## src/hw/sfl_pkg.sv

```systemverilog
// Constants, register map and state types of the SPI status flag logic.
// Assumes a 32-bit APB master and a single 40 MHz ref_clk domain.
// How it works
// - Receive-ready is set by a new character and cleared by reading receive data.
// - Transmit-ready is high after reset, low from a data write until shifter load.
// - Slave only: character starting with full receive buffer sets overrun, drops data.
// - Slave only: first clock of a character with nothing loaded sets underrun.
// - Any select going asserted sets the sticky select-asserted flag.
// - Any select going deasserted sets the sticky select-released flag.
// - Stalled bit shows the master waiting mid-transfer for data or for receive data to be read; resets to zero.
// - Master only: writing one to bit 7 ends the transfer after the current frame finishes.
// - Forced end bit stays set until select is released at transfer end.
// - A forced end still inserts the frame gap and transfer gap.
// - Master-idle is high only with empty holding register and nothing shifting.
// - Overrun, underrun and select flags clear by writing one; read-only bits ignore writes.
// - Master keeps select deasserted one SPI clock plus transfer gap between transfers.
// - With end-of-frame set the master waits the frame gap before next frame or release.
package sfl_pkg;
    localparam logic [31:0] SFL_CFG_ADDR     = 32'h4005_8000;
    localparam logic [31:0] SFL_DLY_ADDR     = 32'h4005_8004;
    localparam logic [31:0] SFL_STAT_ADDR    = 32'h4005_8008;
    localparam logic [31:0] SFL_INTEN_ADDR   = 32'h4005_800C;
    localparam logic [31:0] SFL_INTCLR_ADDR  = 32'h4005_8010;
    localparam logic [31:0] SFL_RECEIVE_DATA_REGISTER_ADDR   = 32'h4005_8014;
    localparam logic [31:0] SFL_TXCTL_ADDR   = 32'h4005_8018;
    localparam logic [31:0] SFL_TRANSMIT_DATA_REGISTER_ADDR   = 32'h4005_801C;
    localparam logic [31:0] SFL_INTSTAT_ADDR = 32'h4005_8020;

    localparam int SFL_CFG_EN_BIT     = 0;
    localparam int SFL_CFG_MASTER_BIT = 2;
    localparam int SFL_CFG_SPOL_BIT   = 8;
    localparam int SFL_DLY_FRAME_LSB  = 8;
    localparam int SFL_DLY_XFER_LSB   = 12;
    localparam int SFL_TX_EOT_BIT     = 20;
    localparam int SFL_TX_EOF_BIT     = 21;

    localparam int SFL_ST_RX_READY_FLAG  = 0;
    localparam int SFL_ST_TX_READY_FLAG  = 1;
    localparam int SFL_ST_OV     = 2;
    localparam int SFL_ST_UR     = 3;
    localparam int SFL_ST_SSA    = 4;
    localparam int SFL_ST_SSD    = 5;
    localparam int SFL_ST_STALL  = 6;
    localparam int SFL_ST_FEND   = 7;
    localparam int SFL_ST_MIDLE  = 8;

    localparam logic [31:0] SFL_STAT_RST = 32'h0000_0102;
    localparam logic [7:0]  SFL_SCK_HALF = 8'h04;
    localparam logic [4:0]  SFL_FRAME_PHASES = 5'h10;

    typedef enum logic [2:0] {
        ST_IDLE, ST_LEAD, ST_SHIFT, ST_FGAP, ST_STALL, ST_XGAP
    } sfl_state_t;

    typedef struct packed {
        sfl_state_t  st;
        logic        en;
        logic        master;
        logic        spol;
        logic [3:0]  fgap;
        logic [3:0]  xgap;
        logic [5:0]  int_en;
        logic [5:0]  int_stat;
        logic        rx_ready;
        logic        tx_ready;
        logic        ov;
        logic        ur;
        logic        select_asserted_flag;
        logic        select_released_flag;
        logic        force_end;
        logic [7:0]  rx_buf;
        logic        hold_full;
        logic [7:0]  hold;
        logic        hold_eot;
        logic        hold_eof;
        logic [7:0]  sh_tx;
        logic [7:0]  sh_rx;
        logic [4:0]  bits;
        logic        fr_eot;
        logic        fr_eof;
        logic        discard;
        logic        slv_loaded;
        logic [7:0]  tick;
        logic [5:0]  gcnt;
        logic        m_sel;
        logic        sel_prev;
        logic        sck_prev;
        logic        sck_r;
        logic        sck_oe_r;
        logic        sdo_r;
        logic        sdo_oe_r;
        logic        ssel_r;
        logic        ssel_oe_r;
        logic        pready;
        logic        pslverr;
        logic [31:0] prdata;
        logic        irq;
    } sfl_regs_t;
endpackage

```

## src/hw/sfl_sync.sv

```systemverilog
// Three-stage input synchroniser with agreement filter.
// Assumes inputs are asynchronous to ref_clk.
`timescale 1ns/10ps
module sfl_sync #(
    parameter int WIDTH = 3
) (
    input  wire logic             ref_clk,
    input  wire logic             rst_n,
    input  wire logic [WIDTH-1:0] din,
    output logic      [WIDTH-1:0] dout
);
    logic [WIDTH-1:0] s1_reg;
    logic [WIDTH-1:0] s2_reg;
    logic [WIDTH-1:0] s3_reg;
    logic [WIDTH-1:0] held_reg;

    always_ff @(posedge ref_clk) begin
        if (!rst_n) begin
            s1_reg   <= '0;
            s2_reg   <= '0;
            s3_reg   <= '0;
            held_reg <= '0;
        end else begin
            s1_reg   <= din;
            s2_reg   <= s1_reg;
            s3_reg   <= s2_reg;
            held_reg <= dout;
        end
    end

    // Accept a change once stages two and three agree, no extra stage
    always_comb begin
        for (int i = 0; i < WIDTH; i++) begin
            dout[i] = (s2_reg[i] == s3_reg[i]) ? s3_reg[i] : held_reg[i];
        end
    end
endmodule

```

## src/hw/sfl_top.sv

```systemverilog
// SPI status flags, master/slave shifter and APB register file.
// Assumes APB master on ref_clk; SPI pins resolved outside from enables.
//
// The APB interface to the registers was left to the implementer.
`timescale 1ns/10ps
module sfl_top
    import sfl_pkg::*;
#(
    parameter logic [7:0] SCK_HALF = sfl_pkg::SFL_SCK_HALF
) (
    input  wire logic        ref_clk,
    input  wire logic        rst_n,
    input  wire logic        psel,
    input  wire logic        penable,
    input  wire logic        pwrite,
    input  wire logic [31:0] paddr,
    input  wire logic [31:0] pwdata,
    output logic      [31:0] prdata,
    output logic             pready,
    output logic             pslverr,
    output logic             irq,
    input  wire logic        sck_in,
    output logic             sck_out,
    output logic             sck_oe,
    input  wire logic        ssel_in,
    output logic             ssel_out,
    output logic             ssel_oe,
    input  wire logic        sdi,
    output logic             sdo,
    output logic             sdo_oe
);
    import sfl_pkg::*;

    sfl_regs_t   r;
    sfl_regs_t   n;
    logic [2:0]  pins_s;
    logic        sck_s;
    logic        ssel_s;
    logic        sdi_s;
    logic        half;
    logic        setup;
    logic        acc;
    logic        sel_in_act;
    logic        cur_sel;
    logic        slv;
    logic        srise;
    logic        sfall;
    logic        fr_end;
    logic [31:0] stat;
    logic [5:0]  ev;

    sfl_sync #(
        .WIDTH (3)
    ) u_sync (
        .ref_clk (ref_clk),
        .rst_n   (rst_n),
        .din     ({sck_in, ssel_in, sdi}),
        .dout    (pins_s)
    );

    assign sck_s  = pins_s[2];
    assign ssel_s = pins_s[1];
    assign sdi_s  = pins_s[0];

    always_comb begin
        n          = r;
        ev         = '0;
        fr_end     = 1'b0;
        half       = (r.tick == SCK_HALF - 8'h01);
        n.tick     = half ? 8'h00 : r.tick + 8'h01;
        setup      = psel && !penable;
        acc        = psel && penable && r.pready;
        sel_in_act = r.spol ? ssel_s : !ssel_s;
        slv        = r.en && !r.master;
        srise      = sck_s && !r.sck_prev;
        sfall      = !sck_s && r.sck_prev;
        n.sck_prev = sck_s;

        stat = '0;
        stat[SFL_ST_RX_READY_FLAG] = r.rx_ready;
        stat[SFL_ST_TX_READY_FLAG] = r.tx_ready;
        stat[SFL_ST_OV]    = r.ov;
        stat[SFL_ST_UR]    = r.ur;
        stat[SFL_ST_SSA]   = r.select_asserted_flag;
        stat[SFL_ST_SSD]   = r.select_released_flag;
        stat[SFL_ST_STALL] = (r.st == ST_STALL);
        stat[SFL_ST_FEND]  = r.force_end;
        stat[SFL_ST_MIDLE] = !r.hold_full && (r.st == ST_IDLE)
                             && !(slv && sel_in_act);

        // APB answer one cycle after setup
        n.pready  = setup;
        n.pslverr = 1'b0;
        if (setup) begin
            case (paddr)
                SFL_CFG_ADDR: begin
                    n.prdata = '0;
                    n.prdata[SFL_CFG_EN_BIT]     = r.en;
                    n.prdata[SFL_CFG_MASTER_BIT] = r.master;
                    n.prdata[SFL_CFG_SPOL_BIT]   = r.spol;
                end
                SFL_DLY_ADDR:     n.prdata = {16'h0000, r.xgap, r.fgap, 8'h00};
                SFL_STAT_ADDR:    n.prdata = stat;
                SFL_INTEN_ADDR:   n.prdata = {26'h000_0000, r.int_en};
                SFL_RECEIVE_DATA_REGISTER_ADDR:   n.prdata = {24'h00_0000, r.rx_buf};
                SFL_INTSTAT_ADDR: n.prdata = {26'h000_0000, r.int_stat};
                SFL_INTCLR_ADDR, SFL_TXCTL_ADDR, SFL_TRANSMIT_DATA_REGISTER_ADDR: n.prdata = '0;
                default: begin
                    n.prdata  = '0;
                    n.pslverr = 1'b1;
                end
            endcase
        end

        // Software side, applied before hardware sets so sets win
        if (acc && !pwrite && paddr == SFL_RECEIVE_DATA_REGISTER_ADDR) begin
            n.rx_ready = 1'b0;
        end
        if (acc && pwrite) begin
            case (paddr)
                SFL_CFG_ADDR: begin
                    n.en     = pwdata[SFL_CFG_EN_BIT];
                    n.master = pwdata[SFL_CFG_MASTER_BIT];
                    n.spol   = pwdata[SFL_CFG_SPOL_BIT];
                end
                SFL_DLY_ADDR: begin
                    n.fgap = pwdata[SFL_DLY_FRAME_LSB +: 4];
                    n.xgap = pwdata[SFL_DLY_XFER_LSB +: 4];
                end
                SFL_STAT_ADDR: begin
                    // Zero bits leave flags alone
                    if (pwdata[SFL_ST_OV])   n.ov = 1'b0;
                    if (pwdata[SFL_ST_UR])   n.ur = 1'b0;
                    if (pwdata[SFL_ST_SSA])  n.select_asserted_flag = 1'b0;
                    if (pwdata[SFL_ST_SSD])  n.select_released_flag = 1'b0;
                    if (pwdata[SFL_ST_FEND]) n.force_end = 1'b1;
                end
                SFL_INTEN_ADDR:  n.int_en = pwdata[5:0];
                SFL_INTCLR_ADDR: n.int_stat = r.int_stat & ~pwdata[5:0];
                SFL_TXCTL_ADDR, SFL_TRANSMIT_DATA_REGISTER_ADDR: begin
                    n.hold      = pwdata[7:0];
                    n.hold_full = 1'b1;
                    n.tx_ready  = 1'b0;
                    if (paddr == SFL_TXCTL_ADDR) begin
                        n.hold_eot = pwdata[SFL_TX_EOT_BIT];
                        n.hold_eof = pwdata[SFL_TX_EOF_BIT];
                    end
                end
                default: ;
            endcase
        end

        // Master engine
        case (r.st)
            ST_IDLE: begin
                n.sck_r = 1'b0;
                if (r.en && r.master && r.hold_full && !r.rx_ready) begin
                    n.m_sel = 1'b1;
                    n.gcnt  = 6'h02;
                    n.tick  = 8'h00;
                    n.st    = ST_LEAD;
                end
            end
            ST_LEAD, ST_FGAP, ST_XGAP: begin
                if (half) begin
                    n.gcnt = r.gcnt - 6'h01;
                end
                if (half && r.gcnt <= 6'h01) begin
                    if (r.st == ST_XGAP) begin
                        n.st = ST_IDLE;
                    end else if (r.st == ST_FGAP && (r.fr_eot || r.force_end)) begin
                        // Release select, then hold it off
                        n.m_sel     = 1'b0;
                        n.force_end = 1'b0;
                        n.gcnt      = {1'b0, r.xgap, 1'b0} + 6'h02;
                        n.st        = ST_XGAP;
                    end else if (r.hold_full && !r.rx_ready) begin
                        n.sh_tx     = r.hold;
                        n.fr_eot    = r.hold_eot;
                        n.fr_eof    = r.hold_eof;
                        n.hold_full = 1'b0;
                        n.tx_ready  = 1'b1;
                        n.bits      = 5'h00;
                        n.st        = ST_SHIFT;
                    end else begin
                        n.st = ST_STALL;
                    end
                end
            end
            ST_SHIFT: begin
                if (half) begin
                    n.bits  = r.bits + 5'h01;
                    n.sck_r = !r.bits[0];
                    if (!r.bits[0]) begin
                        n.sh_rx = {r.sh_rx[6:0], sdi_s};
                    end else begin
                        n.sh_tx = {r.sh_tx[6:0], 1'b0};
                    end
                    if (r.bits == SFL_FRAME_PHASES - 5'h01) begin
                        fr_end = 1'b1;
                        // Frame gap when marked or when ending
                        if (r.fr_eof || r.fr_eot || r.force_end) begin
                            n.gcnt = {1'b0, r.fgap, 1'b0};
                        end else begin
                            n.gcnt = 6'h00;
                        end
                        n.st = ST_FGAP;
                    end
                end
            end
            ST_STALL: begin
                if (r.force_end) begin
                    n.tick = 8'h00;
                    n.gcnt = {1'b0, r.fgap, 1'b0};
                    n.st   = ST_FGAP;
                end else if (r.hold_full && !r.rx_ready) begin
                    n.gcnt = 6'h00;
                    n.st   = ST_FGAP;
                end
            end
            default: n.st = ST_IDLE;
        endcase
        if (!r.en || !r.master) begin
            n.st    = ST_IDLE;
            n.m_sel = 1'b0;
            n.sck_r = 1'b0;
        end
        if (fr_end && !(r.rx_ready && !(acc && !pwrite && paddr == SFL_RECEIVE_DATA_REGISTER_ADDR))) begin
            n.rx_buf   = n.sh_rx;
            n.rx_ready = 1'b1;
        end

        // Slave engine
        if (slv && sel_in_act) begin
            if (!r.sel_prev) begin
                n.bits       = 5'h00;
                n.slv_loaded = r.hold_full;
                if (r.hold_full) begin
                    n.sh_tx     = r.hold;
                    n.hold_full = 1'b0;
                    n.tx_ready  = 1'b1;
                end
            end else if (srise) begin
                n.sh_rx = {r.sh_rx[6:0], sdi_s};
                n.bits  = r.bits + 5'h01;
                if (r.bits == 5'h00) begin
                    n.discard = r.rx_ready;
                    if (r.rx_ready) begin
                        n.ov = 1'b1;
                        ev[SFL_ST_OV] = 1'b1;
                    end
                    if (!r.slv_loaded && !r.hold_full) begin
                        n.ur = 1'b1;
                        ev[SFL_ST_UR] = 1'b1;
                    end else if (!r.slv_loaded) begin
                        n.sh_tx      = r.hold;
                        n.hold_full  = 1'b0;
                        n.tx_ready   = 1'b1;
                        n.slv_loaded = 1'b1;
                    end
                end
            end else if (sfall && r.bits != 5'h00) begin
                n.sh_tx = {r.sh_tx[6:0], 1'b0};
                if (r.bits == 5'h08) begin
                    n.bits       = 5'h00;
                    n.slv_loaded = r.hold_full;
                    if (!r.discard) begin
                        n.rx_buf   = r.sh_rx;
                        n.rx_ready = 1'b1;
                    end
                    if (r.hold_full) begin
                        n.sh_tx     = r.hold;
                        n.hold_full = 1'b0;
                        n.tx_ready  = 1'b1;
                    end
                end
            end
        end
        if (slv && !sel_in_act && r.force_end) begin
            n.force_end = 1'b0;
        end

        // Select edges in either mode
        cur_sel    = r.master ? r.m_sel : (r.en && sel_in_act);
        n.sel_prev = cur_sel;
        if (cur_sel && !r.sel_prev) begin
            n.select_asserted_flag = 1'b1;
            ev[SFL_ST_SSA] = 1'b1;
        end
        if (!cur_sel && r.sel_prev) begin
            n.select_released_flag = 1'b1;
            ev[SFL_ST_SSD] = 1'b1;
        end
        ev[SFL_ST_RX_READY_FLAG] = n.rx_ready && !r.rx_ready;
        ev[SFL_ST_TX_READY_FLAG] = n.tx_ready && !r.tx_ready;

        // Interrupt status, set wins over clear
        n.int_stat = n.int_stat | ev;
        n.irq      = |(n.int_stat & n.int_en);

        // Pin drive
        n.sck_oe_r  = r.en && r.master;
        n.ssel_oe_r = r.en && r.master;
        n.ssel_r    = r.spol ? n.m_sel : !n.m_sel;
        n.sdo_r     = n.sh_tx[7];
        n.sdo_oe_r  = r.en && (r.master ? n.m_sel : sel_in_act);
    end

    always_ff @(posedge ref_clk) begin
        if (!rst_n) begin
            r           <= '0;
            r.st        <= ST_IDLE;
            r.tx_ready  <= SFL_STAT_RST[SFL_ST_TX_READY_FLAG];
            r.ssel_r    <= 1'b1;
        end else begin
            r <= n;
        end
    end

    assign prdata   = r.prdata;
    assign pready   = r.pready;
    assign pslverr  = r.pslverr;
    assign irq      = r.irq;
    assign sck_out  = r.sck_r;
    assign sck_oe   = r.sck_oe_r;
    assign ssel_out = r.ssel_r;
    assign ssel_oe  = r.ssel_oe_r;
    assign sdo      = r.sdo_r;
    assign sdo_oe   = r.sdo_oe_r;
endmodule

```

## config.mk

```make
export PLATFORM = sky130hd
export DESIGN_NAME = sfl_top
export DESIGN_NICKNAME = d
export VERILOG_FILES = /design/src/hw/sfl_pkg.sv /design/src/hw/sfl_sync.sv /design/src/hw/sfl_top.sv
export SDC_FILE = /design/constraint.sdc
export NUM_CORES = 1
export LEC_CHECK = 0
export ABC_CLOCK_PERIOD_IN_PS = 5000
export BUFFER_PORTS_ARGS = -buffer_cell sky130_fd_sc_hd__buf_2
export CORE_UTILIZATION = 50
export DETAILED_ROUTE_END_ITERATION = 8
export PLACE_DENSITY_LB_ADDON = 0.05
export SLEW_MARGIN = 20
export SYNTH_ARGS = -nofsm -noshare
export SYNTH_HDL_FRONTEND = slang
export SYNTH_SLANG_ARGS = --single-unit
```

## constraint.sdc

```tcl
create_clock -name ref_clk -period 5 [get_ports ref_clk]
set_input_delay 0.5 -clock ref_clk [delete_from_list [all_inputs] [get_ports ref_clk]]
set_output_delay 0.5 -clock ref_clk [all_outputs]
set_load 0.05 [all_outputs]
```

==> results of run 1 <==
[where the power goes]
part	leakage (nW)	internal, mW	switching [mW]
logic	1.54	0.0343	0.0900
registers	1.03	1.03	0.00486
clock network	0.290	0.776	0.470
total	2.87	1.84	0.565
[synthesized netlist by cell type, drive strengths merged, types with 3 or more instances]
master / n / share of area
nor4bb: 3 / 0.0045
nor2b: 6 / 0.0057
or3: 4 / 0.0038
nand3b: 4 / 0.0045
a32oi: 10 / 0.013
a2bb2oi: 5 / 0.0066
a21o: 12 / 0.014
a41oi: 3 / 0.0051
a22oi: 18 / 0.020
o21ai: 49 / 0.038
inv: 29 / 0.016
o22ai: 5 / 0.0047
xor2: 6 / 0.0079
o31ai: 11 / 0.012
mux2i: 30 / 0.045
ha: 7 / 0.013
clkbuf: 34 / 0.019
nand3: 21 / 0.016
or3b: 3 / 0.0040
a31oi: 7 / 0.0066
a222oi: 6 / 0.0091
nand4: 13 / 0.013
a21oi: 48 / 0.037
nor3: 15 / 0.013
buf: 39 / 0.042
nor4b: 3 / 0.0049
and3: 6 / 0.0057
a211oi: 9 / 0.011
mux2: 8 / 0.014
and2: 24 / 0.023
and4: 7 / 0.0093
xnor2: 8 / 0.011
nor4: 13 / 0.017
a21boi: 4 / 0.0045
nor2: 67 / 0.038
nand2: 44 / 0.025
dfxtp: 128 / 0.39
nand2b: 8 / 0.0076
o31a: 3 / 0.0040
o211ai: 4 / 0.0045
o21a: 12 / 0.014
[logic make-up (layout without fill, tap and decap cells)]
logic type                 Yosys count  after routing
and+or+nand+nor                    255            255
AOI/OAI and AO/OA                  222            222
muxes                               38             38
DFF                                128            128
buffers and inverters              102            144
adders and majority gates            9              9
other                                1             16
xor gates and xnor gates            14             14
[layout by cell type, fill, tap and decap left out, drive strengths merged, types with 15 or more instances in the layout]
cell      n
a21oi    48
a22oi    18
and2     24
buf      83
clkbuf   21
conb     16
dfxtp   128
inv      31
mux2i    30
nand2    44
nand3    21
nor2     67
nor3     15
o21ai    49
[through the flow]
| step | utilization | setup slack, ns | cell area, um2 |
|---|---|---|---|
| floorplan | - | 2.48 | 6670 |
| global placement | 0.541 | 1.61 | 6900 |
| detailed placement | 0.541 | 1.50 | 6920 |
| CTS | 0.588 | 1.48 | 7510 |
| global route | 0.589 | 1.40 | 7520 |
| finish | 0.589 | 1.60 | 7520 |
[critical path, delay by kind of cell, from the launching register on]
family                     cells  cell delay [ns]
and+or+nand+nor                4             1.58
DFF                            1             0.66
adders and majority gates      2             0.61
AOI/OAI and AO/OA              3             0.48
[final cells by class]
type,instances,area (um2)
Tap cell,172,215
Clock buffer,21,470
Sequential cell,128,2560
Clock inverter,11,129
Inverter,29,109
Fill cell,1166,5250
Multi-Input combinational cell,554,3620
Timing Repair Buffer,83,418
[worst paths after layout]
kind,end,depth (start not counted),start,slack [ns]
worst max-delay path,r[96],9,r[62],1.60
worst min-delay path,u_sync.s1_reg[2],2,sck_in,0.27
worst max register to register,r[96],9,r[62],1.60
worst min register to register,u_sync.s2_reg[1],1,u_sync.s1_reg[1],0.43
[metal layers]
metal / global-route usage / vias up
li1: - / 2869
met1: 0.371 / 2837
met2: 0.426 / 228
met3: 0.0587 / 27
met4: 0.124 / 0
met5: 0 / -
==> flow_metrics.env, run 1 <==
export IMPL_drc_errors=0
export IMPL_dr_total_vias=5961
export IMPL_fp_dieArea_mm2=0.0137
export IMPL_finClkSkew_ns=0.0152
export IMPL_crit_chain="ha_1 > and3_1 > ha_1 > nor4bb_1 > nand4_1 > nor4_2 > o31ai_1 > a21oi_1 > o21a_1"
export IMPL_syn_area_mm2=0.00662
export IMPL_drv_slew=0
export IMPL_synth_top_family_by_area="compound AO/OA/AOI/OAI gates"
export IMPL_postCtsSetupBuffers=0
export IMPL_grt_antenna_before_repair=0
export IMPL_synth_seq_cells=128
export IMPL_outcome="complete, no violations"
export IMPL_worst_setup_path_start_kind="flip-flop"
export IMPL_ir_drop_mv=0.229
export IMPL_gp_congestion=0.888
export IMPL_num_antenna_cells=0
export IMPL_numCtsBuffers=17
export IMPL_wl_met1_um=8060
export IMPL_clk_latency_ns=0.43
export IMPL_synth_edf_count=0
export IMPL_die_w_um=117
export IMPL_yosys_cell_types_count=78
export IMPL_dp_cells=966
export IMPL_timing_final_crit_share=0.679
export IMPL_hold_path_class="input pin to flip-flop"
export IMPL_port_buffers=82
export IMPL_viasPerCell=5.97
export IMPL_critical_path_class="flip-flop to flip-flop"
export IMPL_worst_path_max_delay_cell="nor4_2"
export IMPL_relSlewSlack=0.340
export IMPL_core_mm2=0.0128
export IMPL_wl_met2_um=8390
export IMPL_critPathMaxFanout=13
export IMPL_setup_tns_final_ns=0
export IMPL_avgSynthCellArea_um2=8.61
export IMPL_ctsResizeCount=0
export IMPL_setup_violations=0
export IMPL_ys_seq_area_frac=0.387
export IMPL_yosys_mux_area_fraction=0.0590
export IMPL_clock_sinks=128
export IMPL_die_h_um=117
export IMPL_grt_pass1_wl_um=28300
export IMPL_p_per_area_mw_per_mm2=319
export IMPL_overflow=0
export IMPL_synth_compound_area_frac=0.227
export IMPL_top_register="r"
export IMPL_initial_utilization=0.518
export IMPL_final_min_clock_period_ns=3.40
export IMPL_cts_tree="built"
export IMPL_end_kind="flip-flop"
export IMPL_crit_arrival_ns=3.77
export IMPL_worst_slew_pin_slew_ns=0.982
export IMPL_path_clk_slew_ns=0.06
export IMPL_io_pins=113
export IMPL_grt_pass1_vias=5472
export IMPL_drt_pass1_iter_count=5
export IMPL_final_cells=998
export IMPL_drive_above_1_share=0.171
export IMPL_area_growth_pct=13.7
export IMPL_fmax_mhz=294
export IMPL_grt_max_degree=60
export IMPL_synthFlopType="dfxtp_1"
export IMPL_fin_total_pwr_mw=2.40
export IMPL_postCtsHoldBufs=0
export IMPL_dr_wl_met3_um=1160
export IMPL_yosysWarnings=0
export IMPL_nets=892
export IMPL_syn_inst=769
export IMPL_ctsHtreeMaxLevel=4
export IMPL_crit_top_cell="ha_1"
export IMPL_async_flop_share=0
export IMPL_wl_um=18000
export IMPL_synth_simple_gate_area_share=0.214
export IMPL_hold_violations=0
export IMPL_grt_use_total=0.276
export IMPL_max_cap_violations=0
export IMPL_cts_root_buf="clkbuf_16"
export IMPL_largest_reg_flops=93
export IMPL_rsz0062_at_grt="false"
export IMPL_post_dp_hpwl_um=13100
export IMPL_cp_required_ns=5.38
export IMPL_drt_iter0_markers=697
export IMPL_clk_path_buf_depth=2
export IMPL_drt_antenna_violating_nets=0
export IMPL_wl_per_cell_um=18.1
export IMPL_synthAdderAreaFrac=0.0163
export IMPL_p_leak_nw=2.87
export IMPL_cp_slowest_stage_delay_ns=0.79
export IMPL_rows=41
export IMPL_fin_hold_ws_ns=0.274
export IMPL_top_layer_used="met4"
export IMPL_synth_xor_area_frac=0.0185
Power figures use the tool's default switching activity.
==> run 2: changes to the inputs <==
- ABC_CLOCK_PERIOD_IN_PS: 5000 -> 3000
- clock period: 5 -> 3 ns (I/O delays scaled with it)
==> flow_metrics.env, run 2 (synthesis results as in run 1) <==
export IMPL_clk_path_buf_depth=2
export IMPL_clockPowerShare=0.534
export IMPL_seq_area_mm2=0.00256
export IMPL_dr_total_vias=6007
export IMPL_crit_chain="ha_1 > or4b_1 > buf_4 > nor4_2 > a211oi_1 > a21oi_1 > o21a_1"
export IMPL_drt_iter0_markers=600
export IMPL_worst_path_max_delay_cell="a21oi_1"
export IMPL_multi_input_area_mm2=0.00360
export IMPL_numCtsBuffers=17
export IMPL_p_switching_mw=0.955
export IMPL_mostFrequentLayoutCell="dfxtp_1"
export IMPL_setup_violations=0
export IMPL_drc_errors=0
export IMPL_dpl_instance_area_mm2=0.00711
export IMPL_cts_root_buf="clkbuf_16"
export IMPL_sequentialPowerShare=0.415
export IMPL_die_h_um=117
export IMPL_post_dp_hpwl_um=13300
export IMPL_gp_congestion=0.862
export IMPL_num_antenna_cells=0
export IMPL_rsz0062_at_grt="false"
export IMPL_grt_antenna_before_repair=0
export IMPL_final_min_clock_period_ns=2.74
export IMPL_timing_final_crit_share=0.912
export IMPL_cp_required_ns=3.37
export IMPL_ctsHtreeMaxLevel=4
export IMPL_hold_violations=0
export IMPL_comb_power_share=0.052
export IMPL_finClkSkew_ns=0.00724
export IMPL_crit_arrival_ns=3.11
export IMPL_largest_reg_flops=93
export IMPL_p_per_area_mw_per_mm2=536
export IMPL_drt_pass1_iter_count=8
export IMPL_grt_use_total=0.278
export IMPL_postCtsSetupBuffers=0
export IMPL_overflow=0
export IMPL_wl_per_cell_um=17.8
export IMPL_wl_um=18200
export IMPL_postCtsHoldBufs=0
export IMPL_fmax_mhz=365
export IMPL_worst_slew_pin_slew_ns=0.924
export IMPL_relSlewSlack=0.379
export IMPL_fill_cells=1162
export IMPL_clk_latency_ns=0.43
export IMPL_postLayoutCellArea_mm2=0.00774
export IMPL_fin_hold_ws_ns=0.0782
export IMPL_critPathMaxFanout=9
export IMPL_drt_antenna_violating_nets=0
export IMPL_setup_tns_final_ns=0
export IMPL_cp_slowest_stage_delay_ns=0.61
export IMPL_drv_slew=0
export IMPL_ctsResizeCount=0
export IMPL_io_pins=113
export IMPL_area_growth_pct=17.0
export IMPL_fin_total_pwr_mw=4.15
export IMPL_top_register="r"
export IMPL_hold_path_class="input pin to flip-flop"
export IMPL_final_cell_mix="128 x dfxtp_1, 82 x buf_2, 67 x nor2_1"
export IMPL_drive_above_1_share=0.196
export IMPL_worst_setup_path_start_kind="flip-flop"
export IMPL_port_buffers=82
export IMPL_end_kind="flip-flop"
export IMPL_swShare=0.230
export IMPL_outcome="complete, no violations"
export IMPL_viasPerCell=5.86
export IMPL_grt_max_degree=37
export IMPL_critical_path_class="flip-flop to flip-flop"
export IMPL_grt_pass1_wl_um=28800
export IMPL_core_mm2=0.0128
export IMPL_cts_tree="built"
export IMPL_rows=41
export IMPL_grt_pass1_vias=5513
export IMPL_fp_dieArea_mm2=0.0137
export IMPL_initial_utilization=0.518
export IMPL_final_core_utilization=0.606
export IMPL_p_int_mw=3.19
export IMPL_max_cap_violations=0
export IMPL_p_leak_nw=3.00
export IMPL_ir_drop_mv=0.461
export IMPL_nets=919
export IMPL_path_clk_slew_ns=0.06
export IMPL_clock_sinks=128
export IMPL_die_w_um=117
[run 2: worst max-delay path: cells and delay by family, from the launching register on]
family                   cells  cell delay, ns
AND/OR/NAND/NOR              2            0.95
AO/OA/AOI/OAI                3            0.92
flip-flops                   1            0.37
adder cells (fa/ha/maj)      1            0.24
buffers and inverters        1            0.21
[run 2: routing by layer]
metal | GRT usage | vias to the layer above | share of wire
li1 | - | 2933 | -
met5 | 0 | - | 0
met2 | 0.438 | 221 | 0.47
met3 | 0.0675 | 34 | 0.067
met4 | 0.101 | 0 | 0.019
met1 | 0.372 | 2819 | 0.45
[run 2: path summary, 6_finish.rpt]
kind / slack, ns / cells past startpoint / to / start
worst max-delay path: 0.26 / 7 / r[95] / r[50]
worst min-delay path: 0.08 / 2 / u_sync.s1_reg[0] / sdi
worst max register to register: 0.26 / 7 / r[95] / r[50]
worst min register to register: 0.44 / 1 / u_sync.s2_reg[2] / u_sync.s1_reg[2]
[run 2: power groups by stage]
| stage | registers [mW] | clock network (mW) | logic [mW] |
|---|---|---|---|
| floorplan | 1.76 | 0 | 0.150 |
| global placement | 1.76 | 0 | 0.210 |
| detailed placement | 1.76 | 0 | 0.214 |
| CTS | 1.72 | 2.24 | 0.215 |
| global route | 1.72 | 2.31 | 0.233 |
| finish | 1.72 | 2.21 | 0.215 |
[run 2: layout make-up]
class,count,share of cell area
multi-input cells,554,0.466
flip-flops and latches,128,0.331
well taps,172,0.0278
clock inverters,12,0.0234
inverters,29,0.0141
clock buffers,20,0.0577
repair buffers,110,0.0802
[run 2: per-stage QoR]
| step | worst slack [ns] | cells |
|---|---|---|
| 3_5_place_dp | 0.253 | 993 |
| 3_3_place_gp | 0.282 | 993 |
| 5_1_grt | 0.119 | 1025 |
| 2_1_floorplan | 0.475 | 784 |
| 4_1_cts | 0.266 | 1025 |
| 6_report | 0.263 | 1025 |
==> run 3: changes to the inputs <==
- SYNTH_HIERARCHICAL: default -> 1
==> flow_metrics.env, run 3 <==
export IMPL_grt_max_degree=59
export IMPL_critPathMaxFanout=9
export IMPL_final_core_utilization=0.601
export IMPL_grt_antenna_before_repair=0
export IMPL_path_delay_family="simple AND/OR/NAND/NOR gates"
export IMPL_viasPerCell=5.75
export IMPL_grt_pass1_wl_um=28000
export IMPL_synth_area_leaders="dfxtp_1 39%, mux2i_1 4.8%, nor2_1 4.5%"
export IMPL_setup_violations=0
export IMPL_drt_iter0_markers=391
export IMPL_synth_most_common_cell="dfxtp_1"
export IMPL_die_h_um=118
export IMPL_outcome="complete, no violations"
export IMPL_drt_antenna_violating_nets=0
export IMPL_cp_required_ns=3.36
export IMPL_drc_errors=0
export IMPL_synth_seq_cells=129
export IMPL_io_pins=113
export IMPL_initial_utilization=0.521
export IMPL_ir_drop_mv=0.408
export IMPL_syn_inst=762
export IMPL_num_antenna_cells=0
export IMPL_hold_violations=0
export IMPL_wl_um=17300
export IMPL_dr_total_vias=5846
export IMPL_place_ws_ns=0.362
export IMPL_yosys_cell_types_count=78
export IMPL_fp_dieArea_mm2=0.0138
export IMPL_drv_slew=0
export IMPL_top_register="r"
export IMPL_finClkSkew_ns=0.00528
export IMPL_syn_area_mm2=0.00668
export IMPL_rsz0062_at_grt="false"
export IMPL_min_path_cells=2
export IMPL_port_buffers=82
export IMPL_nets=910
export IMPL_postCtsHoldBufs=0
export IMPL_mostFrequentLayoutCell="dfxtp_1"
export IMPL_fmax_mhz=378
export IMPL_clk_path_buf_depth=2
export IMPL_final_cells=1016
export IMPL_hold_path_startpoint="sdi"
export IMPL_avgSynthCellArea_um2=8.77
export IMPL_relSlewSlack=0.507
export IMPL_grt_use_total=0.253
export IMPL_grt_pass1_vias=5612
export IMPL_drive_above_1_share=0.206
export IMPL_wl_per_cell_um=17.0
export IMPL_worst_slew_pin_slew_ns=0.740
export IMPL_overflow=0
export IMPL_final_min_clock_period_ns=2.65
export IMPL_numCtsBuffers=17
export IMPL_synth_edf_count=0
export IMPL_worst_setup_path_start_kind="flip-flop"
export IMPL_post_dp_hpwl_um=12400
export IMPL_area_growth_pct=15.4
export IMPL_synth_top_area_frac=0.386
export IMPL_fill_cells=1145
export IMPL_hold_path_class="input pin to flip-flop"
export IMPL_worst_path_max_delay_cell="or3b_2"
export IMPL_r2r_end="r[75]"
export IMPL_timing_final_crit_share=0.882
export IMPL_drt_pass1_iter_count=5
export IMPL_r2r_start="r[50]"
export IMPL_max_cap_violations=0
export IMPL_rows=41
export IMPL_end_kind="flip-flop"
export IMPL_crit_buf_inv=0
export IMPL_clock_sinks=129
export IMPL_cp_slowest_stage_delay_ns=0.55
export IMPL_ctsResizeCount=0
export IMPL_postLayoutCellArea_mm2=0.00771
export IMPL_p_per_area_mw_per_mm2=516
export IMPL_fin_total_pwr_mw=3.98
export IMPL_synthFlopType="dfxtp_1"
export IMPL_postCtsSetupBuffers=0
export IMPL_cts_root_buf="clkbuf_16"
export IMPL_setup_slack_ns=0.354
export IMPL_hold_end="u_sync/s1_reg[0]"
export IMPL_fin_hold_ws_ns=0.0835
export IMPL_r2r_slack_ns=0.35
export IMPL_clk_latency_ns=0.42
export IMPL_async_flop_share=0
export IMPL_ff2ff_path_depth=7
export IMPL_gp_congestion=0.880
export IMPL_yosys_area_top_type="dfxtp_1"
export IMPL_die_w_um=118
export IMPL_ctsHtreeMaxLevel=4
export IMPL_yosysWarnings=6
export IMPL_setup_tns_final_ns=0
export IMPL_largest_reg_flops=94
export IMPL_crit_chain="ha_1 > or3b_2 > nor2_1 > and4_1 > o21ai_1 > a21boi_1 > o21a_1"
export IMPL_path_clk_slew_ns=0.05
export IMPL_synth_common_cells="129 x dfxtp_1, 81 x nor2_1, 58 x nand2_1"
export IMPL_dpl_instance_area_mm2=0.00713
export IMPL_final_cell_mix="129 x dfxtp_1, 82 x buf_2, 81 x nor2_1"
export IMPL_critical_path_class="flip-flop to flip-flop"
export IMPL_core_mm2=0.0128
export IMPL_dp_cells=984
export IMPL_ys_seq_area_frac=0.386
export IMPL_crit_arrival_ns=3.01
export IMPL_cts_tree="built"
export IMPL_p_leak_nw=3.12
-- run 3: worst register-to-register path, delay by kind of cell, from the launching register on --
kind	cells	cell delay, ns
fa+ha+maj	1	0.26
flops	1	0.37
compound gates	3	0.52
simple gates	3	1.44
-- run 3: how the worst max path moves through the flow --
| stage | from | endpoint | slack, ns | depth (start not counted) |
|---|---|---|---|---|
| global placement | r[50] | r[75] | 0.42 | 7 |
| global route | r[50] | r[81] | 0.19 | 7 |
| finish | r[50] | r[75] | 0.35 | 7 |
| floorplan | r[50] | r[100] | 0.74 | 8 |
| detailed placement | paddr[25] | irq | 0.36 | 7 |
| CTS | r[50] | r[76] | 0.36 | 7 |
-- run 3: power by group --
part | internal, mW | switching [mW] | total (mW)
combinational | 0.0631 | 0.145 | 0.209
clock | 1.28 | 0.755 | 2.04
sequential | 1.73 | 0.00769 | 1.73
-- run 3: layer usage --
| metal | track usage | part of all wire |
|---|---|---|
| met1 | 0.310 | 0.44 |
| met2 | 0.433 | 0.49 |
| met3 | 0.0630 | 0.054 |
| met4 | 0.0777 | 0.016 |
| met5 | 0 | 0 |
-- run 3: kinds of logic (layout without fill, tap and decap cells) --
logic type,after synthesis,in the layout,share of synthesized area
AOI/OAI and AO/OA,183,183,0.194
xor gates and xnor gates,14,14,0.0183
adders and majority gates,10,10,0.0182
buffers and inverters,100,167,0.0768
DFF,129,129,0.386
muxes,42,42,0.0648
other,1,16,0.000561
and+or+nand+nor,283,283,0.241
-- run 3: area by class of cell --
cell class	count	area, um2	area share
clock inverters	9	106	0.0138
flip-flops and latches	129	2580	0.335
repair buffers	103	568	0.0736
multi-input cells	548	3640	0.472
inverters	32	120	0.0156
well taps	172	215	0.0279
clock buffers	23	478	0.0620
